File: config.mk
export PLATFORM = sky130hd
export DESIGN_NAME = periph_irq_enable_flag_bank
export DESIGN_NICKNAME = d
export VERILOG_FILES = /design/src/include/irq_bank_pkg.sv /design/src/logic/periph_irq_enable_flag_bank.sv /design/src/logic/pin_sync2.sv /design/src/logic/sticky_flag_byte.sv
export VERILOG_INCLUDE_DIRS = /design/src /design/src/include
export SDC_FILE = /design/constraint.sdc
export NUM_CORES = 1
export LEC_CHECK = 0
export BUFFER_PORTS_ARGS = -buffer_cell sky130_fd_sc_hd__buf_4
export CAP_MARGIN = 40
export CORE_MARGIN = 5
export CORE_UTILIZATION = 54
export CTS_BUF_LIST = sky130_fd_sc_hd__clkbuf_4 sky130_fd_sc_hd__clkbuf_8
export CTS_CLUSTER_SIZE = 16
export DETAILED_ROUTE_END_ITERATION = 16
export PLACE_DENSITY = 0.88
export SYNTH_ARGS = -nofsm -noshare
export SYNTH_HDL_FRONTEND = slang
export SYNTH_SLANG_ARGS = --single-unit
export TNS_END_PERCENT = 20
File: constraint.sdc
create_clock -name CLK_SYS -period 2.9 [get_ports CLK_SYS]
set_clock_uncertainty 0.1 [all_clocks]
set_input_delay 0.58 -clock CLK_SYS [delete_from_list [all_inputs] [get_ports CLK_SYS]]
set_output_delay 0.58 -clock CLK_SYS [all_outputs]
set_load 0.1 [all_outputs]
File: src/include/irq_bank_params.svh
// Register indices, field positions, masks and reset values of the interrupt bank
`ifndef IRQ_BANK_PARAMS_SVH
`define IRQ_BANK_PARAMS_SVH

// Register indices; the byte address on the bus is four times the index
`define REQ_FLAGS_0_IDX 8'h8c
`define REQ_FLAGS_1_IDX 8'h8d
`define ENABLE_BITS_4_IDX 8'h9a
`define ENABLE_BITS_5_IDX 8'h9b
`define ENABLE_BITS_6_IDX 8'h9c
`define FLAG_ENABLE_0_IDX 8'he0
`define FLAG_ENABLE_1_IDX 8'he1
`define CORE_CONTROL_IDX 8'he2
`define EVENT_STATUS_IDX 8'he3
`define EVENT_MASK_IDX 8'he4

// Request flag register 0 fields
`define TIMER_ZERO_BIT 5
`define PIN_CHANGE_BIT 4
`define EXT_PIN_BIT 0
`define REQ0_WRITE_MASK 8'h21
`define REQ0_IMPL_MASK 8'h31

// Request flag register 1 fields
`define GATE_FLAG_BIT 7
`define TIMER_ONE_BIT 6
`define OSC_FAIL_BIT 5
`define CLOCK_SWITCH_BIT 4
`define CLOCK_TUNE_BIT 3
`define SCANNER_BIT 2
`define CHECKSUM_BIT 1
`define NVM_BIT 0
`define REQ1_WRITE_MASK 8'hff
`define REQ1_CLEAR_ONLY_MASK 8'h30

// Enable register 6 and core control fields
`define ENABLE_6_MASK 8'h07
`define GLOBAL_EN_BIT 7
`define PERIPH_GATE_BIT 6
`define EXT_SEL_MSB 1
`define EXT_SEL_LSB 0

// Event status fields
`define EV_CORE_REQ_BIT 0
`define EV_PIN_CHANGE_BIT 1
`define EV_BUS_ERROR_BIT 2
`define EVENT_IMPL_MASK 8'h07

// Reset value shared by every register
`define BYTE_RESET 8'h00

`endif

File: src/include/irq_bank_pkg.sv
// Types shared by the interrupt bank modules
package irq_bank_pkg;

  // Bus slave phase
  typedef enum logic [1:0]
  {
    ST_IDLE = 2'b00,
    ST_ANSWER = 2'b01
  } bus_state_t;

  // One register byte
  typedef logic [7:0] byte_reg_t;

endpackage

File: src/logic/periph_irq_enable_flag_bank.sv
// Peripheral interrupt enable and request flag bank with an APB register port
`include "irq_bank_params.svh"

// Notes on behaviour
// Request flags set on their event regardless of enables or global enable.
// Pin-change summary flag is the read-only OR of all per-pin change flags.
// Software should clear a pending flag before setting its enable bit.
// Timer 0 overflow sets flag 0 bit 5; held until software writes zero.
// External pin event sets flag 0 bit 0; the pin comes from a select field.
// Timer 1 gate going inactive sets flag 1 bit 7; software clears it.
// Timer 1 event sets flag 1 bit 6; held until a software write clears it.
// Oscillator failure sets flag 1 bit 5; software may clear, never set.
// Clock switch sets flag 1 bit 4; software may clear, never set.
// Clock tuning event sets flag 1 bit 3; held until software clears.
// Memory scanner event sets flag 1 bit 2; held until software clears.
// Checksum unit event sets flag 1 bit 1; held until software clears.
// Enable register 5 holds eight read-write enables, reset to zero.
// Enable register 6 bits 2..0 enable zero-cross, ADC threshold, ADC done.
// Enable register 4 bits 1 and 0 enable waveform generator and oscillator.
// Flag register 0 implements bits 5, 4, 0 only; bit 4 is read-only.
// Flag register 1 resets to zero; bits 5 and 4 not settable by software.
// Peripheral sources also need the peripheral gate; register 0 needs global only.
// Core request is high while any flag meets its set enable bit and the enables of R18 that it needs are set.
module periph_irq_enable_flag_bank (
  input wire logic CLK_SYS,
  input wire logic SYS_RST,
  input wire logic PSEL,
  input wire logic PENABLE,
  input wire logic PWRITE,
  input wire logic [11:0] PADDR,
  input wire logic [31:0] PWDATA,
  output logic [31:0] PRDATA,
  output logic PREADY,
  output logic PSLVERR,
  input wire logic TIMER_ZERO_OVF,
  input wire logic [7:0] PIN_CHANGE_PORT_A_FLAGS,
  input wire logic [7:0] PIN_CHANGE_PORT_C_FLAGS,
  input wire logic [3:0] EXT_IRQ_PINS,
  input wire logic TIMER_ONE_GATE_ACTIVE,
  input wire logic TIMER_ONE_EVENT,
  input wire logic OSC_FAIL_EVENT,
  input wire logic CLOCK_SWITCH_EVENT,
  input wire logic CLOCK_TUNING_EVENT,
  input wire logic MEMORY_SCANNER_EVENT,
  input wire logic CHECKSUM_EVENT,
  input wire logic NVM_DONE_EVENT,
  input wire logic [7:0] SRC_REQ_4,
  input wire logic [7:0] SRC_REQ_5,
  input wire logic [2:0] SRC_REQ_6,
  output logic [7:0] ENABLE_OUT_4,
  output logic [7:0] ENABLE_OUT_5,
  output logic [2:0] ENABLE_OUT_6,
  output logic CORE_IRQ_REQ,
  output logic IRQ
);

  irq_bank_pkg::bus_state_t state;
  irq_bank_pkg::bus_state_t next_state;
  logic next_pready;
  logic [31:0] next_prdata;
  logic next_pslverr;

  irq_bank_pkg::byte_reg_t flags0;
  irq_bank_pkg::byte_reg_t flags1;
  irq_bank_pkg::byte_reg_t flags0_view;
  irq_bank_pkg::byte_reg_t set0;
  irq_bank_pkg::byte_reg_t set1;
  irq_bank_pkg::byte_reg_t wdata1;

  irq_bank_pkg::byte_reg_t enable4;
  irq_bank_pkg::byte_reg_t enable5;
  irq_bank_pkg::byte_reg_t enable6;
  irq_bank_pkg::byte_reg_t flag_en0;
  irq_bank_pkg::byte_reg_t flag_en1;
  irq_bank_pkg::byte_reg_t core_ctrl;
  irq_bank_pkg::byte_reg_t ev_mask;
  irq_bank_pkg::byte_reg_t ev_status;
  irq_bank_pkg::byte_reg_t next_enable4;
  irq_bank_pkg::byte_reg_t next_enable5;
  irq_bank_pkg::byte_reg_t next_enable6;
  irq_bank_pkg::byte_reg_t next_flag_en0;
  irq_bank_pkg::byte_reg_t next_flag_en1;
  irq_bank_pkg::byte_reg_t next_core_ctrl;
  irq_bank_pkg::byte_reg_t next_ev_mask;
  irq_bank_pkg::byte_reg_t next_ev_status;
  irq_bank_pkg::byte_reg_t ev_set;

  logic [3:0] ext_sync;
  logic ext_level;
  logic ext_prev;
  logic gate_prev;
  logic summary;
  logic next_ext_prev;
  logic next_gate_prev;
  logic next_summary;

  logic [7:0] idx;
  logic aligned;
  logic hit;
  irq_bank_pkg::byte_reg_t read_byte;
  logic commit;
  logic wr;
  logic bus_err;

  logic req_direct;
  logic req_periph;
  logic next_core_req;
  logic next_irq;

  // External pins come from outside the clock domain
  pin_sync2 u_ext_sync (
    .clk(CLK_SYS),
    .rst(SYS_RST),
    .pin_async(EXT_IRQ_PINS),
    .pin_sync(ext_sync)
  );

  // Slave answers one cycle into the access phase, giving one wait state
  always_comb
  begin
    next_state = state;
    case (state)
      irq_bank_pkg::ST_IDLE:
      begin
        if (PSEL && PENABLE)
        begin
          next_state = irq_bank_pkg::ST_ANSWER;
        end
      end
      irq_bank_pkg::ST_ANSWER:
      begin
        next_state = irq_bank_pkg::ST_IDLE;
      end
      default:
      begin
        next_state = irq_bank_pkg::ST_IDLE;
      end
    endcase
    next_pready = (next_state == irq_bank_pkg::ST_ANSWER);
  end

  // Decode: word aligned, index in address bits 9..2, upper bits zero
  always_comb
  begin
    idx = PADDR[9:2];
    aligned = (PADDR[1:0] == 2'b00) && (PADDR[11:10] == 2'b00);
    hit = 1'b0;
    read_byte = `BYTE_RESET;
    case (idx)
      `REQ_FLAGS_0_IDX:
      begin
        hit = 1'b1;
        read_byte = flags0_view;
      end
      `REQ_FLAGS_1_IDX:
      begin
        hit = 1'b1;
        read_byte = flags1;
      end
      `ENABLE_BITS_4_IDX:
      begin
        hit = 1'b1;
        read_byte = enable4;
      end
      `ENABLE_BITS_5_IDX:
      begin
        hit = 1'b1;
        read_byte = enable5;
      end
      `ENABLE_BITS_6_IDX:
      begin
        hit = 1'b1;
        read_byte = enable6;
      end
      `FLAG_ENABLE_0_IDX:
      begin
        hit = 1'b1;
        read_byte = flag_en0;
      end
      `FLAG_ENABLE_1_IDX:
      begin
        hit = 1'b1;
        read_byte = flag_en1;
      end
      `CORE_CONTROL_IDX:
      begin
        hit = 1'b1;
        read_byte = core_ctrl;
      end
      `EVENT_STATUS_IDX:
      begin
        hit = 1'b1;
        read_byte = ev_status;
      end
      `EVENT_MASK_IDX:
      begin
        hit = 1'b1;
        read_byte = ev_mask;
      end
      default:
      begin
        hit = 1'b0;
        read_byte = `BYTE_RESET;
      end
    endcase
    hit = hit && aligned;
    commit = (state == irq_bank_pkg::ST_ANSWER) && PSEL && PENABLE;
    wr = commit && PWRITE && hit;
    bus_err = commit && !hit;
  end

  // Read data is captured as the answer is prepared; error is a pulse with ready
  always_comb
  begin
    next_prdata = PRDATA;
    next_pslverr = 1'b0;
    if (state == irq_bank_pkg::ST_IDLE && PSEL && PENABLE)
    begin
      next_prdata = {24'h000000, hit ? read_byte : `BYTE_RESET};
      next_pslverr = !hit;
    end
  end

  always_ff @(posedge CLK_SYS)
  begin
    if (SYS_RST)
    begin
      state <= irq_bank_pkg::ST_IDLE;
      PREADY <= 1'b0;
      PRDATA <= 32'h00000000;
      PSLVERR <= 1'b0;
    end
    else
    begin
      state <= next_state;
      PREADY <= next_pready;
      PRDATA <= next_prdata;
      PSLVERR <= next_pslverr;
    end
  end

  // Edge history; a select change can look like one pin edge
  always_comb
  begin
    ext_level = ext_sync[core_ctrl[`EXT_SEL_MSB:`EXT_SEL_LSB]];
    next_ext_prev = ext_level;
    next_gate_prev = TIMER_ONE_GATE_ACTIVE;
    // summary of pin flags
    next_summary = |{PIN_CHANGE_PORT_A_FLAGS, PIN_CHANGE_PORT_C_FLAGS};
  end

  always_ff @(posedge CLK_SYS)
  begin
    if (SYS_RST)
    begin
      ext_prev <= 1'b0;
      gate_prev <= 1'b0;
      summary <= 1'b0;
    end
    else
    begin
      ext_prev <= next_ext_prev;
      gate_prev <= next_gate_prev;
      summary <= next_summary;
    end
  end

  // Event set vectors; no enable term appears here on purpose
  always_comb
  begin
    // enables ignored
    set0 = `BYTE_RESET;
    set1 = `BYTE_RESET;
    // timer 0 overflow
    set0[`TIMER_ZERO_BIT] = TIMER_ZERO_OVF;
    // selected pin edge
    set0[`EXT_PIN_BIT] = ext_level && !ext_prev;
    // gate falls inactive
    set1[`GATE_FLAG_BIT] = gate_prev && !TIMER_ONE_GATE_ACTIVE;
    // timer 1 event
    set1[`TIMER_ONE_BIT] = TIMER_ONE_EVENT;
    // oscillator failure
    set1[`OSC_FAIL_BIT] = OSC_FAIL_EVENT;
    // clock switch
    set1[`CLOCK_SWITCH_BIT] = CLOCK_SWITCH_EVENT;
    // clock tuning
    set1[`CLOCK_TUNE_BIT] = CLOCK_TUNING_EVENT;
    // memory scanner
    set1[`SCANNER_BIT] = MEMORY_SCANNER_EVENT;
    // checksum unit
    set1[`CHECKSUM_BIT] = CHECKSUM_EVENT;
    set1[`NVM_BIT] = NVM_DONE_EVENT;
    // clear-only write data
    wdata1 = (PWDATA[7:0] & ~`REQ1_CLEAR_ONLY_MASK) |
             (PWDATA[7:0] & flags1 & `REQ1_CLEAR_ONLY_MASK);
    // only three bits visible
    flags0_view = flags0 & `REQ0_IMPL_MASK;
    flags0_view[`PIN_CHANGE_BIT] = summary;
  end

  // writable bits 5 and 0
  sticky_flag_byte u_flags0 (
    .clk(CLK_SYS),
    .rst(SYS_RST),
    .hw_set(set0),
    .sw_wr(wr && idx == `REQ_FLAGS_0_IDX),
    .sw_mask(`REQ0_WRITE_MASK),
    .sw_data(PWDATA[7:0]),
    .flags(flags0)
  );

  // reset zero, bits 5 and 4 only clearable
  sticky_flag_byte u_flags1 (
    .clk(CLK_SYS),
    .rst(SYS_RST),
    .hw_set(set1),
    .sw_wr(wr && idx == `REQ_FLAGS_1_IDX),
    .sw_mask(`REQ1_WRITE_MASK),
    .sw_data(wdata1),
    .flags(flags1)
  );

  // Enable, control and mask registers written from the bus
  always_comb
  begin
    next_enable4 = enable4;
    next_enable5 = enable5;
    next_enable6 = enable6;
    next_flag_en0 = flag_en0;
    next_flag_en1 = flag_en1;
    next_core_ctrl = core_ctrl;
    next_ev_mask = ev_mask;
    if (wr)
    begin
      case (idx)
        // waveform and oscillator enables
        `ENABLE_BITS_4_IDX: next_enable4 = PWDATA[7:0];
        // eight enables
        `ENABLE_BITS_5_IDX: next_enable5 = PWDATA[7:0];
        // three low enables
        `ENABLE_BITS_6_IDX: next_enable6 = PWDATA[7:0] & `ENABLE_6_MASK;
        `FLAG_ENABLE_0_IDX: next_flag_en0 = PWDATA[7:0] & `REQ0_IMPL_MASK;
        `FLAG_ENABLE_1_IDX: next_flag_en1 = PWDATA[7:0];
        `CORE_CONTROL_IDX: next_core_ctrl = PWDATA[7:0];
        `EVENT_MASK_IDX: next_ev_mask = PWDATA[7:0] & `EVENT_IMPL_MASK;
        default: next_ev_mask = ev_mask;
      endcase
    end
  end

  always_ff @(posedge CLK_SYS)
  begin
    if (SYS_RST)
    begin
      enable4 <= `BYTE_RESET;
      enable5 <= `BYTE_RESET;
      enable6 <= `BYTE_RESET;
      flag_en0 <= `BYTE_RESET;
      flag_en1 <= `BYTE_RESET;
      core_ctrl <= `BYTE_RESET;
      ev_mask <= `BYTE_RESET;
    end
    else
    begin
      enable4 <= next_enable4;
      enable5 <= next_enable5;
      enable6 <= next_enable6;
      flag_en0 <= next_flag_en0;
      flag_en1 <= next_flag_en1;
      core_ctrl <= next_core_ctrl;
      ev_mask <= next_ev_mask;
    end
  end

  // Core request and sticky event status; set wins over write-one-clear
  always_comb
  begin
    // register 0 sources need the global enable only
    req_direct = core_ctrl[`GLOBAL_EN_BIT] && (|(flags0_view & flag_en0));
    // other sources also need the peripheral gate
    req_periph = core_ctrl[`GLOBAL_EN_BIT] && core_ctrl[`PERIPH_GATE_BIT] &&
                 (|(flags1 & flag_en1) || |(SRC_REQ_4 & enable4) ||
                  |(SRC_REQ_5 & enable5) || |(SRC_REQ_6 & enable6[2:0]));
    // any flag with its enable
    next_core_req = req_direct || req_periph;
    ev_set = `BYTE_RESET;
    ev_set[`EV_CORE_REQ_BIT] = next_core_req && !CORE_IRQ_REQ;
    ev_set[`EV_PIN_CHANGE_BIT] = next_summary && !summary;
    ev_set[`EV_BUS_ERROR_BIT] = bus_err;
    next_ev_status = ev_status;
    if (wr && idx == `EVENT_STATUS_IDX)
    begin
      next_ev_status = ev_status & ~PWDATA[7:0];
    end
    next_ev_status = (next_ev_status | ev_set) & `EVENT_IMPL_MASK;
    next_irq = |(next_ev_status & next_ev_mask);
  end

  always_ff @(posedge CLK_SYS)
  begin
    if (SYS_RST)
    begin
      ev_status <= `BYTE_RESET;
      CORE_IRQ_REQ <= 1'b0;
      IRQ <= 1'b0;
      ENABLE_OUT_4 <= `BYTE_RESET;
      ENABLE_OUT_5 <= `BYTE_RESET;
      ENABLE_OUT_6 <= 3'h0;
    end
    else
    begin
      ev_status <= next_ev_status;
      CORE_IRQ_REQ <= next_core_req;
      IRQ <= next_irq;
      ENABLE_OUT_4 <= next_enable4;
      ENABLE_OUT_5 <= next_enable5;
      ENABLE_OUT_6 <= next_enable6[2:0];
    end
  end

endmodule

File: src/logic/pin_sync2.sv
// Two-stage synchroniser for a group of asynchronous pins
module pin_sync2 (
  input wire logic clk,
  input wire logic rst,
  input wire logic [3:0] pin_async,
  output logic [3:0] pin_sync
);

  logic [3:0] stage1;
  logic [3:0] next_stage1;
  logic [3:0] next_sync;

  genvar i;
  generate
    for (i = 0; i < 4; i = i + 1)
    begin : g_bit
      // First stage feeds only the second, to let metastability settle
      always_comb
      begin
        next_stage1[i] = pin_async[i];
        next_sync[i] = stage1[i];
      end

      always_ff @(posedge clk)
      begin
        if (rst)
        begin
          stage1[i] <= 1'b0;
          pin_sync[i] <= 1'b0;
        end
        else
        begin
          stage1[i] <= next_stage1[i];
          pin_sync[i] <= next_sync[i];
        end
      end
    end
  endgenerate

endmodule

File: src/logic/sticky_flag_byte.sv
// Eight sticky request flags, set by hardware and written by software
module sticky_flag_byte (
  input wire logic clk,
  input wire logic rst,
  input wire logic [7:0] hw_set,
  input wire logic sw_wr,
  input wire logic [7:0] sw_mask,
  input wire logic [7:0] sw_data,
  output logic [7:0] flags
);

  logic [7:0] next_flags;

  genvar i;
  generate
    for (i = 0; i < 8; i = i + 1)
    begin : g_bit
      // Hardware set wins over a software clear in the same cycle
      always_comb
      begin
        next_flags[i] = flags[i];
        if (sw_wr && sw_mask[i])
        begin
          next_flags[i] = sw_data[i];
        end
        if (hw_set[i])
        begin
          next_flags[i] = 1'b1;
        end
      end

      always_ff @(posedge clk)
      begin
        if (rst)
        begin
          flags[i] <= 1'b0;
        end
        else
        begin
          flags[i] <= next_flags[i];
        end
      end
    end
  endgenerate

endmodule

==> impl_metrics.tcl <==
set metrics [dict create \
    power_frac_clock 0.358 \
    crit_top_cell "and3_1" \
    period_minus_slack_ns 2.22 \
    cts.sinks 79 \
    async_flop_share 0 \
    grt_usage 0.238 \
    antenna_found_initial 0 \
    peakVddDrop_mv 0.368 \
    p_leak_nw 2.07 \
    dieHeight_um 94.3 \
    setup.worst_path.end_class "register" \
    dp_hpwl_um 7980 \
    synth-seq-cells 79 \
    power_density_nw_per_um2 470 \
    drc 0 \
    routedWlPerCell_um 17.3 \
    path_max_fanout 8 \
    finalMaxSlewViolations 0 \
    syn_avg_cell_area_um2 9.58 \
    initial_utilization 0.558 \
    critPathRequiredTime_ns 3.02 \
    relSlewSlack 0.512 \
    dpl-instance-area_um2 4560 \
    cts_resized 0 \
    grt_max_degree 71 \
    synthesis.area_um2 3830 \
    routed_wl_um 10400 \
    worst_slew_pin_slew_ns 0.725 \
    cts_buffers 9 \
    cts_tree "done" \
    die-area_um2 8880 \
    final_nets 596 \
    finalCritPeriodShare 0.766 \
    hold_viol 0 \
    criticalPathCategory "in2reg" \
    clockBufferDepth 2 \
    htreeDepth 3 \
    antenna_cells 0 \
    io_pins 152 \
    maxCapViolations 0 \
    ant_nets 0 \
    synthCells 400 \
    drtIter0Drc 305 \
    gp_congestion 0.934 \
    pwr-share-comb 0.142 \
    synth-edff-count 0 \
    setup_viol_count_final 0 \
    grt-ovfl-total 0 \
    clkLatencyLatePin_ns 0.36 \
    start_kind "primary input" \
    die_w_um 94.3 \
    first_pass_iters 5 \
    pwr-share-seq 0.499 \
    status "completed" \
    rsz0062_at_grt "no" \
    yosysWarnings 0 \
    coreArea_um2 6870 \
    vias_per_cell 5.64 \
    grt_pass1_vias 3330 \
    syn_to_final_growth_pct 24.0 \
    path_clk_slew_ns 0.08 \
    synth-main-ff-cell "dfxtp_1" \
    ys_seq_area_frac 0.413 \
    clock.fmax_ghz 0.450 \
    max_stage_delay_ns 0.56 \
    swShare 0.285 \
    grt_pass1_wl_um 16200 \
    drive_gt1_frac 0.296 \
    cp_slowest_cell "and3_1" \
    cts_setup_buffers 0 \
    rows 30 \
    root_buffer "clkbuf_8" \
    synth.distinct_cells 58 \
    fill_cells 541 \
    setup_tns_ns 0 \
    arrival_ns 2.34 \
    hp-class "in2reg" \
    cts_hold_buf 0 \
    p_sw_mw 0.637 \
    routed-via-count 3379 \
    final_cell_area_um2 4750 \
    io_buffers 103 \
    path_cells "buf_4 -> nor4_1 -> and3_1 -> and3_1 -> mux2i_1 -> nor2_1" \
    internal_power_mw 1.60 \
]
## metrics by stage
stage	total power [mW]	setup slack (ns)	hold WS (ns)	utilization	std cells
CTS	2.25	0.702	0.321	0.692	599
finish	2.24	0.679	0.330	0.692	599
global route	2.32	0.568	0.316	0.692	599
detailed placement	1.46	0.338	0.323	0.664	584
global placement	1.45	0.379	0.318	0.664	584
floorplan	1.38	0.845	0.314	-	424
## power groups by stage
stage                     registers (mW)  logic (mW)  clock network, mW
after floorplan                     1.14       0.237                  0
after global placement              1.14       0.311                  0
after detailed placement            1.14       0.316                  0
after CTS                           1.12       0.316              0.817
after global routing                1.12       0.334              0.865
final                               1.12       0.318              0.801
## final cells by class
cell class	instances	area, µm²	share of cell area
clock buffer	10	131	0.0276
timing repair buffer	106	808	0.170
sequential	79	1580	0.333
clock inverter	5	58.8	0.0124
inverter	12	45.0	0.00947
multi-input combinational	291	2010	0.423
tap	96	120	0.0253
## worst max-delay path: cells and delay by family
family	cells	cell delay (ns)
buffers and inverters	1	0.11
multiplexers	1	0.26
AND/OR/NAND/NOR	4	1.39
## per-layer routing
layer	wire, µm	global-route usage
met1	4010	0.286
met2	5070	0.401
met3	1030	0.0657
met4	277	0.0903
met5	0	0
## final timing paths
| check | cells past startpoint | startpoint | endpoint | slack [ns] |
|---|---|---|---|---|
| setup / recovery | 6 | PADDR[1] | flag_en1[7]$_SDFFE_PP0P_ | 0.68 |
| hold / removal | 2 | EXT_IRQ_PINS[1] | u_ext_sync.next_sync[1]$_SDFF_PP0_ | 0.33 |
| setup reg to reg | 5 | state[1]$_SDFF_PP0_ | flag_en1[7]$_SDFFE_PP0P_ | 0.69 |
| hold reg to reg | 1 | u_ext_sync.next_sync[0]$_SDFF_PP0_ | u_ext_sync.pin_sync[0]$_SDFF_PP0_ | 0.34 |
## synth_stat cells (2+ instances only)
library cell / number / area share
a22oi_1: 15 / 0.029
nor2b_1: 13 / 0.021
o21ai_0: 3 / 0.0039
and3_1: 4 / 0.0065
dfxtp_1: 79 / 0.41
and4b_1: 2 / 0.0052
nor3_2: 5 / 0.013
nand3_1: 3 / 0.0039
buf_2: 5 / 0.0065
nand3b_1: 2 / 0.0039
a21oi_1: 19 / 0.025
or3_1: 2 / 0.0033
buf_6: 4 / 0.012
nand2_4: 3 / 0.0088
nor4_1: 7 / 0.011
inv_1: 11 / 0.011
a221oi_1: 3 / 0.0069
nand4_1: 4 / 0.0065
a2111oi_0: 2 / 0.0046
buf_4: 25 / 0.049
mux2i_1: 58 / 0.15
a32oi_1: 2 / 0.0046
o22ai_1: 5 / 0.0082
nor3_1: 2 / 0.0026
o21ai_1: 10 / 0.013
clkbuf_1: 8 / 0.0078
a222oi_1: 2 / 0.0052
nand2_1: 17 / 0.017
nor2_1: 53 / 0.052
mux4_2: 2 / 0.012
nand2b_1: 3 / 0.0049
## cells in the final DEF (no fill, tap or decap), drive strengths merged, types with 3 or more instances in the layout
master	count
mux2i	58
nor2	55
o22ai	5
nand3	3
o21ai	13
nand2	21
buf	106
nor4	7
a2111oi	3
and3	4
a21oi	20
conb	25
dfxtp	79
clkbuf	10
nor3	8
a221oi	3
inv	13
a22oi	16
nand4	5
nand2b	3
nor2b	13
## flip-flops by register name, indices dropped and copies added (netlist names), 4 cells and up
register / cells
u_flags1.flags: 8
u_ext_sync.next_sync: 4
ENABLE_OUT_4: 8
PRDATA: 8
flag_en1: 8
u_ext_sync.pin_sync: 4
ENABLE_OUT_5: 8
core_ctrl: 8
## kinds of logic (layout without fill, tap and decap cells)
family / Yosys count / count (layout) / share of synthesized area
other cells: 1 / 25 / 0.000978
simple gates: 132 / 132 / 0.199
compound gates: 74 / 74 / 0.137
flops: 79 / 79 / 0.413
mux: 60 / 60 / 0.163
buf+inv: 54 / 133 / 0.0868
Power figures use the tool's default switching activity.
